<file path="src/dac_clock_consts.vh">
`ifndef DAC_CLOCK_CONSTS_VH
`define DAC_CLOCK_CONSTS_VH

// ----------------------------------------------------------------
// Register indices (byte address is four times the index)
// ----------------------------------------------------------------
`define IDX_CTRL0        3'h0
`define IDX_PIN_FUNC     3'h1
`define IDX_CLK_MODE     3'h2
`define IDX_PIN_ROUTE    3'h3
`define IDX_RATE_CFG     3'h4

// ----------------------------------------------------------------
// Field positions
// ----------------------------------------------------------------
`define BIT_LOCK_STAT    1
`define BIT_SLEEP        3
`define BIT_PDOWN        4
`define BIT_FUNC_CLK     0
`define BIT_PLL_EN       7
`define BIT_ONE_PORT     6
`define BIT_DCLK_INV     4
`define BIT_OCLK_INV     2
`define BIT_IQ_INV       1
`define BIT_ROUTE_SDO    7
`define LSB_INTERP       0
`define BIT_ZERO_STUFF   2
`define LSB_PRESCALE     3

// ----------------------------------------------------------------
// Reset values and timing
// ----------------------------------------------------------------
`define RST_BYTE         8'h00
`define CLK_PERIOD_NS    10
`define LOCK_TIME_NS     10000
`define LOCK_CYCLES      (`LOCK_TIME_NS / `CLK_PERIOD_NS)

`endif

</file>
<file path="src/dac_clock_ctrl.v">
`timescale 1ns/1ps
`default_nettype none
`include "dac_clock_consts.vh"

module dac_clock_ctrl #(
  parameter LOCK_CYCLES = `LOCK_CYCLES,
  parameter DW          = 14
) (
  // Clock, reset and enable.
  input  wire          CORE_CLK,
  input  wire          RST_N,
  input  wire          CE,
  // Register port.
  input  wire [4:0]    ADDR,
  input  wire [7:0]    WDATA,
  input  wire          WR,
  input  wire          RD,
  output reg  [7:0]    RDATA,
  // Sample ports.
  input  wire [DW-1:0] PORT_A,
  input  wire [DW-1:0] PORT_B,
  input  wire          PORT_B_BIT14,
  output reg           PORT_B_BIT15_O,
  output reg           PORT_B_BIT15_OE,
  // Clock and lock pins.
  output reg           SHARED_CLOCK_LOCK_PIN,
  output reg           SDO_O,
  output reg           SDO_OE,
  // Internal clocking and channel outputs.
  output reg  [3:0]    CLK_EN,
  output reg  [7:0]    OSC_MULT,
  output reg           DAC_CURRENT_EN,
  output reg           LOCKED,
  output reg  [DW-1:0] CH_I,
  output reg  [DW-1:0] CH_Q,
  output reg           CH_VALID
);

  // ----------------------------------------------------------------
  // Control registers
  // ----------------------------------------------------------------
  // Five byte-wide control registers; all clear to the reset byte.
  reg [7:0] ctrl0_q;
  reg [7:0] func_q;
  reg [7:0] mode_q;
  reg [7:0] route_q;
  reg [7:0] rate_q;

  // Field views of the control bytes. Bit 1 of the first byte is
  // written like any other bit but is replaced by the lock flag on
  // reads, so software can never fake a lock.
  wire       sleep     = ctrl0_q[`BIT_SLEEP];
  wire       pdown     = ctrl0_q[`BIT_PDOWN];
  wire       pll_en    = mode_q[`BIT_PLL_EN];
  wire       one_port  = mode_q[`BIT_ONE_PORT];
  wire       dclk_inv  = mode_q[`BIT_DCLK_INV];
  wire       oclk_inv  = mode_q[`BIT_OCLK_INV];
  wire       iq_inv    = mode_q[`BIT_IQ_INV];
  wire       to_sdo    = route_q[`BIT_ROUTE_SDO];
  wire       fn_clk    = func_q[`BIT_FUNC_CLK];
  wire [1:0] interp    = rate_q[`LSB_INTERP +: 2];
  wire       zstuff    = rate_q[`BIT_ZERO_STUFF];
  wire [1:0] prescale  = rate_q[`LSB_PRESCALE +: 2];
  // Only aligned addresses hit; the two low bits must be zero.
  wire       wr_hit    = WR && (ADDR[1:0] == 2'h0);

  // Register writes; power-down leaves this port alive.
  // A write with the enable low is dropped, like every other update.
  always @(posedge CORE_CLK) begin
    if (!RST_N) begin
      ctrl0_q <= `RST_BYTE;
      func_q  <= `RST_BYTE;
      mode_q  <= `RST_BYTE;
      route_q <= `RST_BYTE;
      rate_q  <= `RST_BYTE;
    end else if (CE && wr_hit) begin
      case (ADDR[4:2])
        `IDX_CTRL0:     ctrl0_q <= WDATA;
        `IDX_PIN_FUNC:  func_q  <= WDATA;
        `IDX_CLK_MODE:  mode_q  <= WDATA;
        `IDX_PIN_ROUTE: route_q <= WDATA;
        `IDX_RATE_CFG:  rate_q  <= WDATA;
        default: ;
      endcase
    end
  end

  // Read data one cycle after the strobe; unmapped reads give zero.
  // The lock bit is merged at read time so that it is never stale.
  always @(posedge CORE_CLK) begin
    if (!RST_N) begin
      RDATA <= 8'h00;
    end else if (CE) begin
      RDATA <= 8'h00;
      if (RD && ADDR[1:0] == 2'h0) begin
        case (ADDR[4:2])
          `IDX_CTRL0: begin
            RDATA <= ctrl0_q;
            RDATA[`BIT_LOCK_STAT] <= LOCKED;
          end
          `IDX_PIN_FUNC:  RDATA <= func_q;
          `IDX_CLK_MODE:  RDATA <= mode_q;
          `IDX_PIN_ROUTE: RDATA <= route_q;
          `IDX_RATE_CFG:  RDATA <= rate_q;
          default:        RDATA <= 8'h00;
        endcase
      end
    end
  end

  // ----------------------------------------------------------------
  // Rate divider
  // ----------------------------------------------------------------
  // One-port has no 1x interpolation, so it is raised to 2x here
  // rather than leaving the sample-rate clock without an edge.
  wire [1:0] interp_eff = (one_port && interp == 2'h0) ? 2'h1 : interp;
  wire [2:0] shift      = {1'b0, interp_eff} + {2'h0, zstuff};
  wire [4:0] ratio      = 5'h01 << shift;
  wire [4:0] half       = {1'b0, ratio[4:1]};
  wire [4:0] half_up    = {1'b0, ratio[4:1]} + {4'h0, ratio[0]};
  wire       run        = CE && !pdown;

  // The counter runs from zero to R-1; a ratio of one keeps it at zero,
  // so every core edge is then a sample-rate edge.
  reg  [3:0] cnt_q;
  wire [4:0] cnt_w = {1'b0, cnt_q};
  wire       wrap  = (cnt_w == ratio - 5'h01);

  // The core clock is the fastest internal clock in both PLL modes;
  // the sample rate is it divided by interpolation and stuffing.
  always @(posedge CORE_CLK) begin
    if (!RST_N) begin
      cnt_q <= 4'h0;
    end else if (run) begin
      cnt_q <= wrap ? 4'h0 : cnt_q + 4'h1;
    end
  end

  // The sample strobe marks the start of each period; the interleaved
  // strobe adds the midpoint. Both pin clocks are high in the first
  // half of their period, rounded up so that odd halves stay high longer.
  wire stb    = run && (cnt_q == 4'h0);
  wire il_stb = run && (cnt_q == 4'h0 || cnt_w == half);
  wire [4:0] il_pos  = (cnt_w >= half) ? cnt_w - half : cnt_w;
  wire [4:0] il_up   = {1'b0, half[4:1]} + {4'h0, half[0]};
  wire       rate_ck = (cnt_w < half_up);
  wire       il_ck   = (il_pos < il_up);

  // ----------------------------------------------------------------
  // Internal 1x/2x/4x/8x clock enables
  // ----------------------------------------------------------------
  // A free-running three-bit count spaces the four clock enables.
  // It stops in power-down, and the enables are held low with it.
  reg  [2:0] free_q;
  wire [3:0] en_d;

  always @(posedge CORE_CLK) begin
    if (!RST_N) begin
      free_q <= 3'h0;
    end else if (run) begin
      free_q <= free_q + 3'h1;
    end
  end

  // Bit 0 is the 1x enable, bit 3 the 8x enable.
  // All four pulse together once in every eight running cycles.
  genvar k;
  generate
    for (k = 0; k < 4; k = k + 1) begin : g_en
      wire [2:0] mask = 3'h7 >> k;
      assign en_d[k] = run && ((free_q & mask) == mask);
    end
  endgenerate

  // ----------------------------------------------------------------
  // Lock tracking
  // ----------------------------------------------------------------
  // The lock flag models the acquisition time: a plain count of
  // enabled cycles stands in for the analogue loop settling.
  reg [15:0] lock_cnt_q;

  // Lock is lost at once when the PLL is disabled or powered down.
  always @(posedge CORE_CLK) begin
    if (!RST_N) begin
      lock_cnt_q <= 16'h0000;
      LOCKED     <= 1'b0;
    end else if (CE) begin
      if (!pll_en || pdown) begin
        lock_cnt_q <= 16'h0000;
        LOCKED     <= 1'b0;
      end else if (lock_cnt_q < LOCK_CYCLES[15:0] - 16'h0001) begin
        lock_cnt_q <= lock_cnt_q + 16'h0001;
      end else begin
        LOCKED <= 1'b1;
      end
    end
  end

  // ----------------------------------------------------------------
  // Clock status outputs and pins
  // ----------------------------------------------------------------
  // With the PLL on and the function bit low the lock flag is shown;
  // in every other case the sample-rate clock is, after its invert.
  // The shared pin is held low when not routed; the serial pin is released, its enable low.
  wire pin_sig = (pll_en && !fn_clk) ? LOCKED : (rate_ck ^ dclk_inv);

  always @(posedge CORE_CLK) begin
    if (!RST_N) begin
      CLK_EN                <= 4'h0;
      OSC_MULT              <= 8'h00;
      DAC_CURRENT_EN        <= 1'b0;
      SHARED_CLOCK_LOCK_PIN <= 1'b0;
      SDO_O                 <= 1'b0;
      SDO_OE                <= 1'b0;
      PORT_B_BIT15_O        <= 1'b0;
      PORT_B_BIT15_OE       <= 1'b0;
    end else if (CE) begin
      CLK_EN <= en_d;
      // Without the PLL there is no oscillator, so zero is shown.
      OSC_MULT <= pll_en ? (8'h01 << (shift + {1'b0, prescale}))
                         : 8'h00;
      // Sleep only gates the currents; the rest keeps running.
      DAC_CURRENT_EN <= !sleep && !pdown;
      if (run) begin
        SHARED_CLOCK_LOCK_PIN <= to_sdo ? 1'b0 : pin_sig;
        SDO_O                 <= to_sdo ? pin_sig : 1'b0;
        SDO_OE                <= to_sdo;
        PORT_B_BIT15_O        <= one_port ? (il_ck ^ oclk_inv) : 1'b0;
        PORT_B_BIT15_OE       <= one_port;
      end
    end
  end

  // ----------------------------------------------------------------
  // Sample capture
  // ----------------------------------------------------------------
  // The select input is taken on the same edge as the sample, so a
  // source that changes both together never splits a pair.
  reg [DW-1:0] i_hold_q;
  reg [DW-1:0] q_hold_q;
  wire         to_second = PORT_B_BIT14 ^ iq_inv;

  // One-port fills two holding registers on interleaved edges and
  // hands the pair over on each channel-rate edge.
  always @(posedge CORE_CLK) begin
    if (!RST_N) begin
      i_hold_q <= {DW{1'b0}};
      q_hold_q <= {DW{1'b0}};
    end else if (one_port && il_stb) begin
      if (to_second) begin
        q_hold_q <= PORT_A;
      end else begin
        i_hold_q <= PORT_A;
      end
    end
  end

  // Channel I and Q change only on the sample-rate edge.
  // In one-port mode the holds lag by one period, which costs a
  // period of latency but keeps I and Q of a pair aligned.
  always @(posedge CORE_CLK) begin
    if (!RST_N) begin
      CH_I     <= {DW{1'b0}};
      CH_Q     <= {DW{1'b0}};
      CH_VALID <= 1'b0;
    end else if (CE) begin
      CH_VALID <= stb;
      if (stb) begin
        if (one_port) begin
          CH_I <= i_hold_q;
          CH_Q <= q_hold_q;
        end else begin
          CH_I <= PORT_A;
          CH_Q <= PORT_B;
        end
      end
    end
  end

endmodule

`default_nettype wire

</file>
<file path="config.mk">
export PLATFORM = sky130hd
export DESIGN_NAME = dac_clock_ctrl
export DESIGN_NICKNAME = d
export VERILOG_FILES = /design/src/dac_clock_ctrl.v
export VERILOG_INCLUDE_DIRS = /design/src
export SDC_FILE = /design/constraint.sdc
export NUM_CORES = 1
export LEC_CHECK = 0
export ABC_AREA = 1
export BUFFER_PORTS_ARGS = -buffer_cell sky130_fd_sc_hd__buf_2
export CAP_MARGIN = 10
export CELL_PAD_IN_SITES_DETAIL_PLACEMENT = 0
export CELL_PAD_IN_SITES_GLOBAL_PLACEMENT = 1
export CORE_ASPECT_RATIO = 0.7
export CORE_UTILIZATION = 39
export CTS_BUF_LIST = sky130_fd_sc_hd__clkbuf_8
export CTS_CLUSTER_SIZE = 8
export DETAILED_ROUTE_END_ITERATION = 12
export GPL_ROUTABILITY_DRIVEN = 0
export PLACE_DENSITY_LB_ADDON = 0.1
export SLEW_MARGIN = 20
export SYNTH_ARGS = -nofsm -noshare
export SYNTH_HDL_FRONTEND = slang
export SYNTH_SLANG_ARGS = --single-unit
export TNS_END_PERCENT = 20
</file>
<file path="constraint.sdc">
create_clock -name CORE_CLK -period 3.5 [get_ports CORE_CLK]
set_clock_uncertainty 0.15 [all_clocks]
set_input_delay 0.35 -clock CORE_CLK [delete_from_list [all_inputs] [get_ports CORE_CLK]]
set_output_delay 0.35 -clock CORE_CLK [all_outputs]
set_load 0.03 [all_outputs]
</file>
* Word level (Yosys, flattened, before mapping)
Index checks and enable logic that the tools add are counted.
** Operators by class
- Order comparisons :: 4
- Shift-type cells :: 2
- Bitwise gates (word level) :: 4
- $add $sub $neg :: 9
- Equal/unequal tests :: 9
- Reduce and logical (&&, ||, !) cells :: 35
- Muxes and demuxes :: 16
** Operator list (number)
- $pmux 8 s5 :: 1
- $mux 16 :: 2
- $mux 14 :: 2
- $reduce_and 2->1 :: 11
- $add 16x1->16 const B :: 1
- $lt 16x10->1 const B :: 1
- $mux 8 :: 2
- $logic_and 1x1->1 :: 13
- $shl 1x3->8 const A :: 1
- $eq 3x2->1 const B :: 2
- $eq 3x3->1 const B :: 2
- $mux 1 :: 6
- $add 4x1->5 :: 1
- $eq 4x5->1 :: 1
- $lt 4x5->1 :: 1
- $lt 5x4->1 :: 1
- $mux 5 :: 1
- $shl 1x3->5 const A :: 1
- $sub 4x4->5 :: 1
- $sub 5x1->5 const B :: 1
- $add 3x1->4 :: 1
- $add 4x1->4 const B :: 1
- $eq 4x4->1 :: 1
- $ge 4x4->1 :: 1
- other kinds (16) :: 23
** Word-level totals
- Flip-flop bits (word level) :: 147
- Word-level logic and storage cells :: 102
- Bits of input ports :: 47

* Logic depth before layout (Yosys ltp)
Gate-level depths: netlist of the first run.
- Depth in word-level cells :: 10
- Gate-level depth with buffers :: 25
- Gate-level depth less buffers :: 24

* Least setup slack after synthesis of the first run
Ideal clock, no wire load.
- Path kind :: register to register
- Start :: reg mode_q[6]
- End :: reg PORT_B_BIT15_O
- Arrival :: 3.476 ns
- Cell stages (with the launch flop) :: 21
- Clock period less this slack :: 3.758 ns
- Setup time :: 0.132 ns
- Path slack :: -0.258 ns
- Cell sequence :: dfxtp_1 > inv_1 > clkbuf_1 > o21ai_0 > ha_1 > inv_1 > nor3_1 > ha_1 > inv_1 > fa_1 > inv_1 > nor2_1 > o21ai_0 > o21ai_0 > ha_1 > nand3_1 > nand2_1 > a21oi_1 > nand3_1 > nand3_1 > a21oi_1
** Between the ends
- Longest elaborated chain between the ends :: 9
- Elaborated cells between the ends (all ways) :: 11
** RTL lines
- start, declared :: RTL line dac_clock_ctrl.v:45 : reg [7:0] mode_q;
- start signal, assigned :: RTL line dac_clock_ctrl.v:73 : mode_q <= `RST_BYTE;
- $logic_and 1x1->1 :: RTL line dac_clock_ctrl.v:116 : wire [1:0] interp_eff = (one_port && interp == 2'h0) ? 2'h1 : interp;
- $mux 2 :: RTL line dac_clock_ctrl.v:116
- $add 2x1->3 :: RTL line dac_clock_ctrl.v:117 : wire [2:0] shift = {1'b0, interp_eff} + {2'h0, zstuff};
- $shl 1x3->5 :: RTL line dac_clock_ctrl.v:118 : wire [4:0] ratio = 5'h01 << shift;
- $sub 4x4->5 / $ge 4x4->1 (equally long branches) :: RTL line dac_clock_ctrl.v:144 : wire [4:0] il_pos = (cnt_w >= half) ? cnt_w - half : cnt_w;
- $mux 5 :: RTL line dac_clock_ctrl.v:144
- $lt 5x4->1 :: RTL line dac_clock_ctrl.v:147 : wire il_ck = (il_pos < il_up);
- $xor 1x1->1 :: RTL line dac_clock_ctrl.v:228 : PORT_B_BIT15_O <= one_port ? (il_ck ^ oclk_inv) : 1'b0;
- $mux 1 * :: RTL line dac_clock_ctrl.v:228
- end signal, assigned :: RTL line dac_clock_ctrl.v:228
- end, declared :: RTL line dac_clock_ctrl.v:23 : output reg PORT_B_BIT15_O,
Mark *: on every way between the ends. The rest lies on a longest branch, timed or not.
A chain may end at the register's enable or synchronous reset.

* Final worst setup path of the first run
Same ends and word-level chain as after synthesis.

==> results.sh, run 1 <==
export IMPL_p_per_area_nw_per_um2=460
export IMPL_slowest_stage="ha_1"
export IMPL_whs_ns=0.0293
export IMPL_cpLargestDelayFamily="simple AND/OR/NAND/NOR gates"
export IMPL_worstSetupEndpointType="flip-flop"
export IMPL_finalCriticalPeriod_ns=3.24
export IMPL_ys_warn_count=0
export IMPL_clkSinkCount=146
export IMPL_cts_htree_levels=4
export IMPL_criticalPathCategory="reg2reg"
export IMPL_vdd_ir_drop_max_v=0.000223
export IMPL_start_kind="flip-flop"
export IMPL_design_area_um2=8110
export IMPL_drt_total_wl_um=18000
export IMPL_routed_via_density=4.81
export IMPL_status="finished clean"
export IMPL_synth_most_common_cell="nand2_1"
export IMPL_synthArstFlopShare=0
export IMPL_clk_pin_slew_ns=0.09
export IMPL_setup_viol=0
export IMPL_cts_tree="built"
export IMPL_drv_cap=0
export IMPL_cts_buffers=17
export IMPL_post_synth_cell_area_avg_um2=7.49
export IMPL_drtAntennaViolNets=0
export IMPL_yosys_area_top_type_share=0.437
export IMPL_coreArea_um2=16500
export IMPL_grt_usage=0.209
export IMPL_p_leak_nw=3.36
export IMPL_syn_inst=892
export IMPL_syn_nets=966
export IMPL_grt_pass1_vias=5363
export IMPL_placement_io_buffers=102
export IMPL_synth_common_cells="nand2_1, dfxtp_1, inv_1"
export IMPL_die_w_um=158
export IMPL_synth_edf_count=0
export IMPL_crit_path_frequent_cell="nand2_1"
export IMPL_initial_core_util=0.404
export IMPL_first_pass_iters=5
export IMPL_p_total_w=0.00373
export IMPL_synth_seq_cells=146
export IMPL_antenna_found_initial=1
export IMPL_drc=0
export IMPL_synth_seq_area_share=0.437
export IMPL_dp_hpwl_um=12300
export IMPL_required_ns=3.73
export IMPL_synth_area_leaders="dfxtp_1, nand2_1, a21oi_1"
export IMPL_hold_viol=0
export IMPL_num_vias=5984
export IMPL_layout_nets=1079
export IMPL_grt_max_degree=63
export IMPL_yosys_area_top_type="dfxtp_1"
export IMPL_worst_slew_pin_slew_ns=0.881
export IMPL_slowest_delay_ns=0.37
export IMPL_die_height_um=112
export IMPL_overflow=0
export IMPL_root_buffer="clkbuf_8"
export IMPL_syn_area_um2=6680
export IMPL_slew_viol_final=0
export IMPL_layout_drive_gt1_share=0.193
export IMPL_drtIter0Drc=482
export IMPL_worstPathCellList="inv_2 > o21ai_4 > ha_1 > inv_2 > nand3_2 > ha_1 > nand2_1 > nor2_1 > nor2_2 > nand2_2 > o21ai_1 > o21ai_1 > ha_1 > nand3_1 > nand2_1 > a21oi_2 > nand2_1 > nand2_1 > nand3_1 > a21oi_1"
export IMPL_worst_path_buf_inv=2
export IMPL_dieArea_um2=17700
export IMPL_synth_ff_type="dfxtp_1"
export IMPL_cp_arrival_ns=3.47
export IMPL_min_period_over_period=0.925
export IMPL_area_growth_pct=21.4
export IMPL_clock_latency_ns=0.46
export IMPL_worstHoldPathType="in2reg"
export IMPL_place_area_um2=7380
export IMPL_grt_pass1_wl_um=28400
export IMPL_wl_per_cell_um=14.5
export IMPL_num_rows=39
export IMPL_synth_distinct_cells=41
export IMPL_fmax_mhz=309
export IMPL_worstPathMaxFanout=6
export IMPL_relSlewSlack=0.412
export IMPL_clockBufferDepth=2
export IMPL_io_pin_count=103
[state kept, by name, summed over array words and instances (netlist names), 3 cells and up]
register	count
CH_I	14
CH_Q	14
CLK_EN	4
OSC_MULT	8
RDATA	8
cnt_q	4
ctrl0_q	7
free_q	3
func_q	8
i_hold_q	14
lock_cnt_q	16
mode_q	8
q_hold_q	14
rate_q	8
route_q	8
[stage by stage]
step | cells | TNS (ns) | util | setup WS (ns)
after detailed placement | 1190 | -0.00193 | 0.446 | -0.00193
after CTS | 1238 | 0 | 0.484 | 0.00399
final | 1244 | 0 | 0.490 | 0.261
after global routing | 1244 | -0.0344 | 0.490 | -0.0344
after floorplan | 892 | 0 | - | 0.0382
after global placement | 1190 | 0 | 0.446 | 0.0707
[report_power, final]
group	switching, W	internal, W	total, W	leakage, nW
Combinational	0.000291	0.000138	0.000429	1.94
Sequential	0.0000265	0.00171	0.00174	1.19
Clock	0.000674	0.000887	0.00156	0.234
Total	0.000992	0.00274	0.00373	3.36
[cells by family (layout without fill, tap and decap cells)]
kind of cell,count (synthesis),count (layout),share of synthesized area
simple gates,301,301,0.200
other cells,1,2,0.000561
xor+xnor,15,15,0.0197
fa+ha+maj,27,27,0.0528
flops,146,146,0.437
compound gates,255,255,0.202
buf+inv,147,273,0.0880
[final timing paths]
check / startpoint / to / slack (ns) / cells past startpoint
hold / removal: PORT_A[9] / CH_I[9]$_SDFFE_PN0P_ / 0.03 / 3
hold reg to reg: lock_cnt_q[11]$_SDFFE_PN0P_ / lock_cnt_q[11]$_SDFFE_PN0P_ / 0.29 / 2
setup reg to reg: mode_q[6]$_SDFFE_PN0P_ / PORT_B_BIT15_O$_SDFFE_PN0P_ / 0.26 / 20
setup / recovery: mode_q[6]$_SDFFE_PN0P_ / PORT_B_BIT15_O$_SDFFE_PN0P_ / 0.26 / 20
[what timing repair did]
action | CTS | global route
endpoints found under the setup margin | 1 | 2
hold buffers | 16 | 0
hold endpoints to repair | 16 | 0
pin swaps | 0 | 11
gates resized for setup | 1 | 24
setup buffers | 0 | 5
[tightest hold or removal path: stages]
cell and delay [ns]:
buf_2 0.12, nand2_1 0.06, a31oi_1 0.07
[cells in the final DEF, fill, tap and decap left out, drive strengths merged]
master / synthesis / layout
nand2: 179 / 179
inv: 107 / 111
nand3: 21 / 21
xnor2: 3 / 3
nor4: 1 / 1
nand3b: 2 / 2
and3: 1 / 1
o21ba: 1 / 1
a31oi: 28 / 28
nand4: 6 / 6
clkinvlp: 0 / 2
dfxtp: 146 / 146
dlygate4sd3: 0 / 16
a31o: 1 / 1
fa: 2 / 2
o211ai: 6 / 6
bufinv: 0 / 5
clkinv: 1 / 3
buf: 17 / 117
o21ai: 121 / 121
diode: 0 / 1
xor2: 12 / 12
a21oi: 93 / 93
o22ai: 2 / 2
nor3: 16 / 16
nor2: 75 / 75
ha: 25 / 25
clkbuf: 22 / 19
conb: 1 / 1
o21bai: 3 / 3
[layer usage]
metal / part of all wire / track usage / vias up
li1: - / - / 3168
met1: 0.53 / 0.308 / 2693
met2: 0.42 / 0.298 / 109
met3: 0.037 / 0.0483 / 14
met4: 0.011 / 0.0635 / 0
met5: 0 / 0 / -
[layout make-up]
class | instances | area [µm²]
multi-input combinational | 599 | 3240
antenna | 1 | 2.50
fill | 1691 | 8430
inverter | 108 | 410
sequential | 146 | 2930
clock buffer | 19 | 262
clock inverter | 13 | 205
tap | 225 | 282
timing repair buffer | 133 | 783
Power figures use the tool's default switching activity.
==> inputs of run 2 (changes only) <==
--- a/config.mk
+++ b/config.mk
@@ -18,6 +18,7 @@
 export DETAILED_ROUTE_END_ITERATION = 12
 export GPL_ROUTABILITY_DRIVEN = 0
 export PLACE_DENSITY_LB_ADDON = 0.1
+export REMOVE_ABC_BUFFERS = 1
 export SLEW_MARGIN = 20
 export SYNTH_ARGS = -nofsm -noshare
 export SYNTH_HDL_FRONTEND = slang
==> run 2 against run 1 <==
First-iteration DRC count decreased by 33%; critical path type unchanged; setup slack improved by 0.076 ns; die area unchanged; non-clock buffer count did not move; count of clock-buffer cells in the layout shrank 2; total power decreased by 4.8%; largest cell class unchanged.
==> results.sh, run 2 (synthesized netlist as in run 1, its figures left out) <==
export IMPL_pwr_share_seq=0.490
export IMPL_cts_htree_levels=4
export IMPL_rsz0062_at_grt="no"
export IMPL_cp_arrival_ns=3.40
export IMPL_p_per_area_nw_per_um2=442
export IMPL_grt_busiest_layer="met1"
export IMPL_slew_viol_final=0
export IMPL_final_common_cell="nand2_1"
export IMPL_worstSetupEndpointType="flip-flop"
export IMPL_worst_path_buf_inv=4
export IMPL_drv_cap=0
export IMPL_layout_nets=1079
export IMPL_intPower_w=0.00251
export IMPL_pwr_share_clk=0.390
export IMPL_largest_register="lock_cnt_q"
export IMPL_drtAntennaViolNets=0
export IMPL_required_ns=3.73
export IMPL_grt_max_degree=102
export IMPL_clockBufferDepth=2
export IMPL_die_w_um=158
export IMPL_dp_hpwl_um=11500
export IMPL_area_growth_pct=20.0
export IMPL_slowest_delay_ns=0.36
export IMPL_postLayoutCoreUtil=0.485
export IMPL_min_from="PORT_A[0]"
export IMPL_r2r_slack_ns=0.34
export IMPL_design_area_um2=8020
export IMPL_cpLargestDelayFamily="adder cells"
export IMPL_cts_buffers=17
export IMPL_combPwrFrac=0.120
export IMPL_drtIter0Drc=324
export IMPL_vdd_ir_drop_max_v=0.000195
export IMPL_worstHoldPathType="in2reg"
export IMPL_die_height_um=112
export IMPL_finalCriticalPeriod_ns=3.16
export IMPL_worstPathCellList="inv_1 > o21ai_2 > ha_2 > nand2_1 > nand2_4 > inv_1 > nor3_2 > ha_1 > inv_1 > fa_2 > inv_1 > nor2_1 > o21ai_2 > o21ai_1 > ha_1 > nand3_1 > nand2_1 > a21oi_2 > nand2_1 > nand2_1 > nand3_1 > a21oi_1"
export IMPL_p_sw_frac=0.293
export IMPL_reg2reg_to="PORT_B_BIT15_O$_SDFFE_PN0P_"
export IMPL_clock_latency_ns=0.45
export IMPL_largest_register_ffs=16
export IMPL_cts_tree="built"
export IMPL_drt_total_wl_um=17100
export IMPL_p_sw_w=0.00104
export IMPL_r2r_start="mode_q[6]$_SDFFE_PN0P_"
export IMPL_slowest_stage="fa_2"
export IMPL_p_leak_nw=3.34
export IMPL_min_delay_path_depth=3
export IMPL_overflow=0
export IMPL_status="finished clean"
export IMPL_start_kind="flip-flop"
export IMPL_final_cell_mix="nand2_1, dfxtp_1, buf_2"
export IMPL_coreArea_um2=16500
export IMPL_criticalPathCategory="reg2reg"
export IMPL_clkSinkCount=146
export IMPL_routed_via_density=4.75
export IMPL_root_buffer="clkbuf_8"
export IMPL_worstPathMaxFanout=4
export IMPL_n_fill_cell=1702
export IMPL_initial_core_util=0.404
export IMPL_first_pass_iters=8
export IMPL_relSlewSlack=0.418
export IMPL_io_pin_count=103
export IMPL_grt_pass1_wl_um=27700
export IMPL_grt_usage=0.202
export IMPL_diodes=0
export IMPL_placement_io_buffers=102
export IMPL_hold_viol=0
export IMPL_wl_per_cell_um=13.7
export IMPL_dieArea_um2=17700
export IMPL_antenna_found_initial=0
export IMPL_reg2regPathDepth=22
export IMPL_drc=0
export IMPL_globalRouteMet3Util=0.0452
export IMPL_min_period_over_period=0.904
export IMPL_fmax_mhz=316
export IMPL_startpoint="mode_q[6]$_SDFFE_PN0P_"
export IMPL_grt_use_met1=0.306
export IMPL_setup_viol=0
export IMPL_min_to="CH_I[0]$_SDFFE_PN0P_"
export IMPL_grt_pass1_vias=5333
export IMPL_clk_pin_slew_ns=0.09
export IMPL_num_rows=39
export IMPL_gr_usage_met2=0.281
export IMPL_worst_slew_pin_slew_ns=0.871
export IMPL_num_vias=5910
export IMPL_p_total_w=0.00355
export IMPL_place_area_um2=7400
export IMPL_layout_drive_gt1_share=0.187
==> run 2: changes by cell type in the layout (fill, tap and decap cells not counted), sizes merged <==
cell and change:
clkbuf -2, inv +4, bufinv -3, dlygate4sd3 -2, buf +2, diode -1
clkinvlp +1
==> run 2: per-layer routing <==
layer / wire length (µm) / vias up
met3: 762 / 8
met5: 0 / -
met2: 6970 / 113
met1: 9210 / 2631
li1: - / 3158
met4: 138 / 0
==> run 2: worst max path at each step <==
stage	cells after the start	end	slack [ns]
3_5_place_dp	22	PORT_B_BIT15_O$_SDFFE_PN0P_	0.0003
3_3_place_gp	21	PORT_B_BIT15_O$_SDFFE_PN0P_	0.12
4_1_cts	22	PORT_B_BIT15_O$_SDFFE_PN0P_	0.08
2_1_floorplan	21	PORT_B_BIT15_O$_SDFFE_PN0P_	-1.0
5_1_grt	22	PORT_B_BIT15_O$_SDFFE_PN0P_	0.01
6_report	22	PORT_B_BIT15_O$_SDFFE_PN0P_	0.34
==> run 2: what timing repair did <==
action | CTS | global route
gates cloned | 0 | 0
hold buffers | 14 | 0
endpoints found under the hold margin | 14 | 0
gates resized for setup | 3 | 10
pin swaps | 0 | 6
endpoints found under the setup margin | 1 | 1
buffers inserted | 0 | 4
==> run 2: cell type report <==
class                      count  area [µm²]  share of cell area
clock buffer                  17         234              0.0292
clock inverter                15         174              0.0217
inverter                     108         407              0.0507
multi-input combinational    599        3210               0.400
sequential                   146        2920               0.364
tap                          225         282              0.0351
timing repair buffer         133         791              0.0986
==> run 2: worst reg2reg max path, cell delays in order, from the launching register on <==
cell,delay (ns)
dfxtp_1,0.33
inv_1,0.06
o21ai_2,0.13
ha_2,0.21
nand2_1,0.09
nand2_4,0.11
inv_1,0.06
nor3_2,0.21
ha_1,0.17
inv_1,0.07
fa_2,0.36
inv_1,0.08
nor2_1,0.05
o21ai_2,0.09
o21ai_1,0.07
ha_1,0.30
nand3_1,0.07
nand2_1,0.07
a21oi_2,0.12
nand2_1,0.06
nand2_1,0.05
nand3_1,0.06
a21oi_1,0.12
==> run 2: power by group through the flow <==
stage               logic [W]  clock network (W)  registers (W)
finish               0.000427            0.00138        0.00174
global route         0.000474            0.00149        0.00174
CTS                  0.000426            0.00142        0.00174
detailed placement   0.000412                  0        0.00178
global placement     0.000413                  0        0.00178
floorplan            0.000175                  0        0.00186
==> run 2: through the flow <==
| stage | hold WS (ns) | worst slack (ns) | setup TNS [ns] | instances |
|---|---|---|---|---|
| floorplan | 0.269 | -0.996 | -8.76 | 853 |
| global placement | 0.280 | 0.123 | 0 | 1193 |
| detailed placement | 0.281 | 0.000320 | 0 | 1193 |
| CTS | 0.00325 | 0.0756 | 0 | 1239 |
| global route | 0.00646 | 0.0137 | 0 | 1243 |
| finish | 0.0295 | 0.337 | 0 | 1243 |
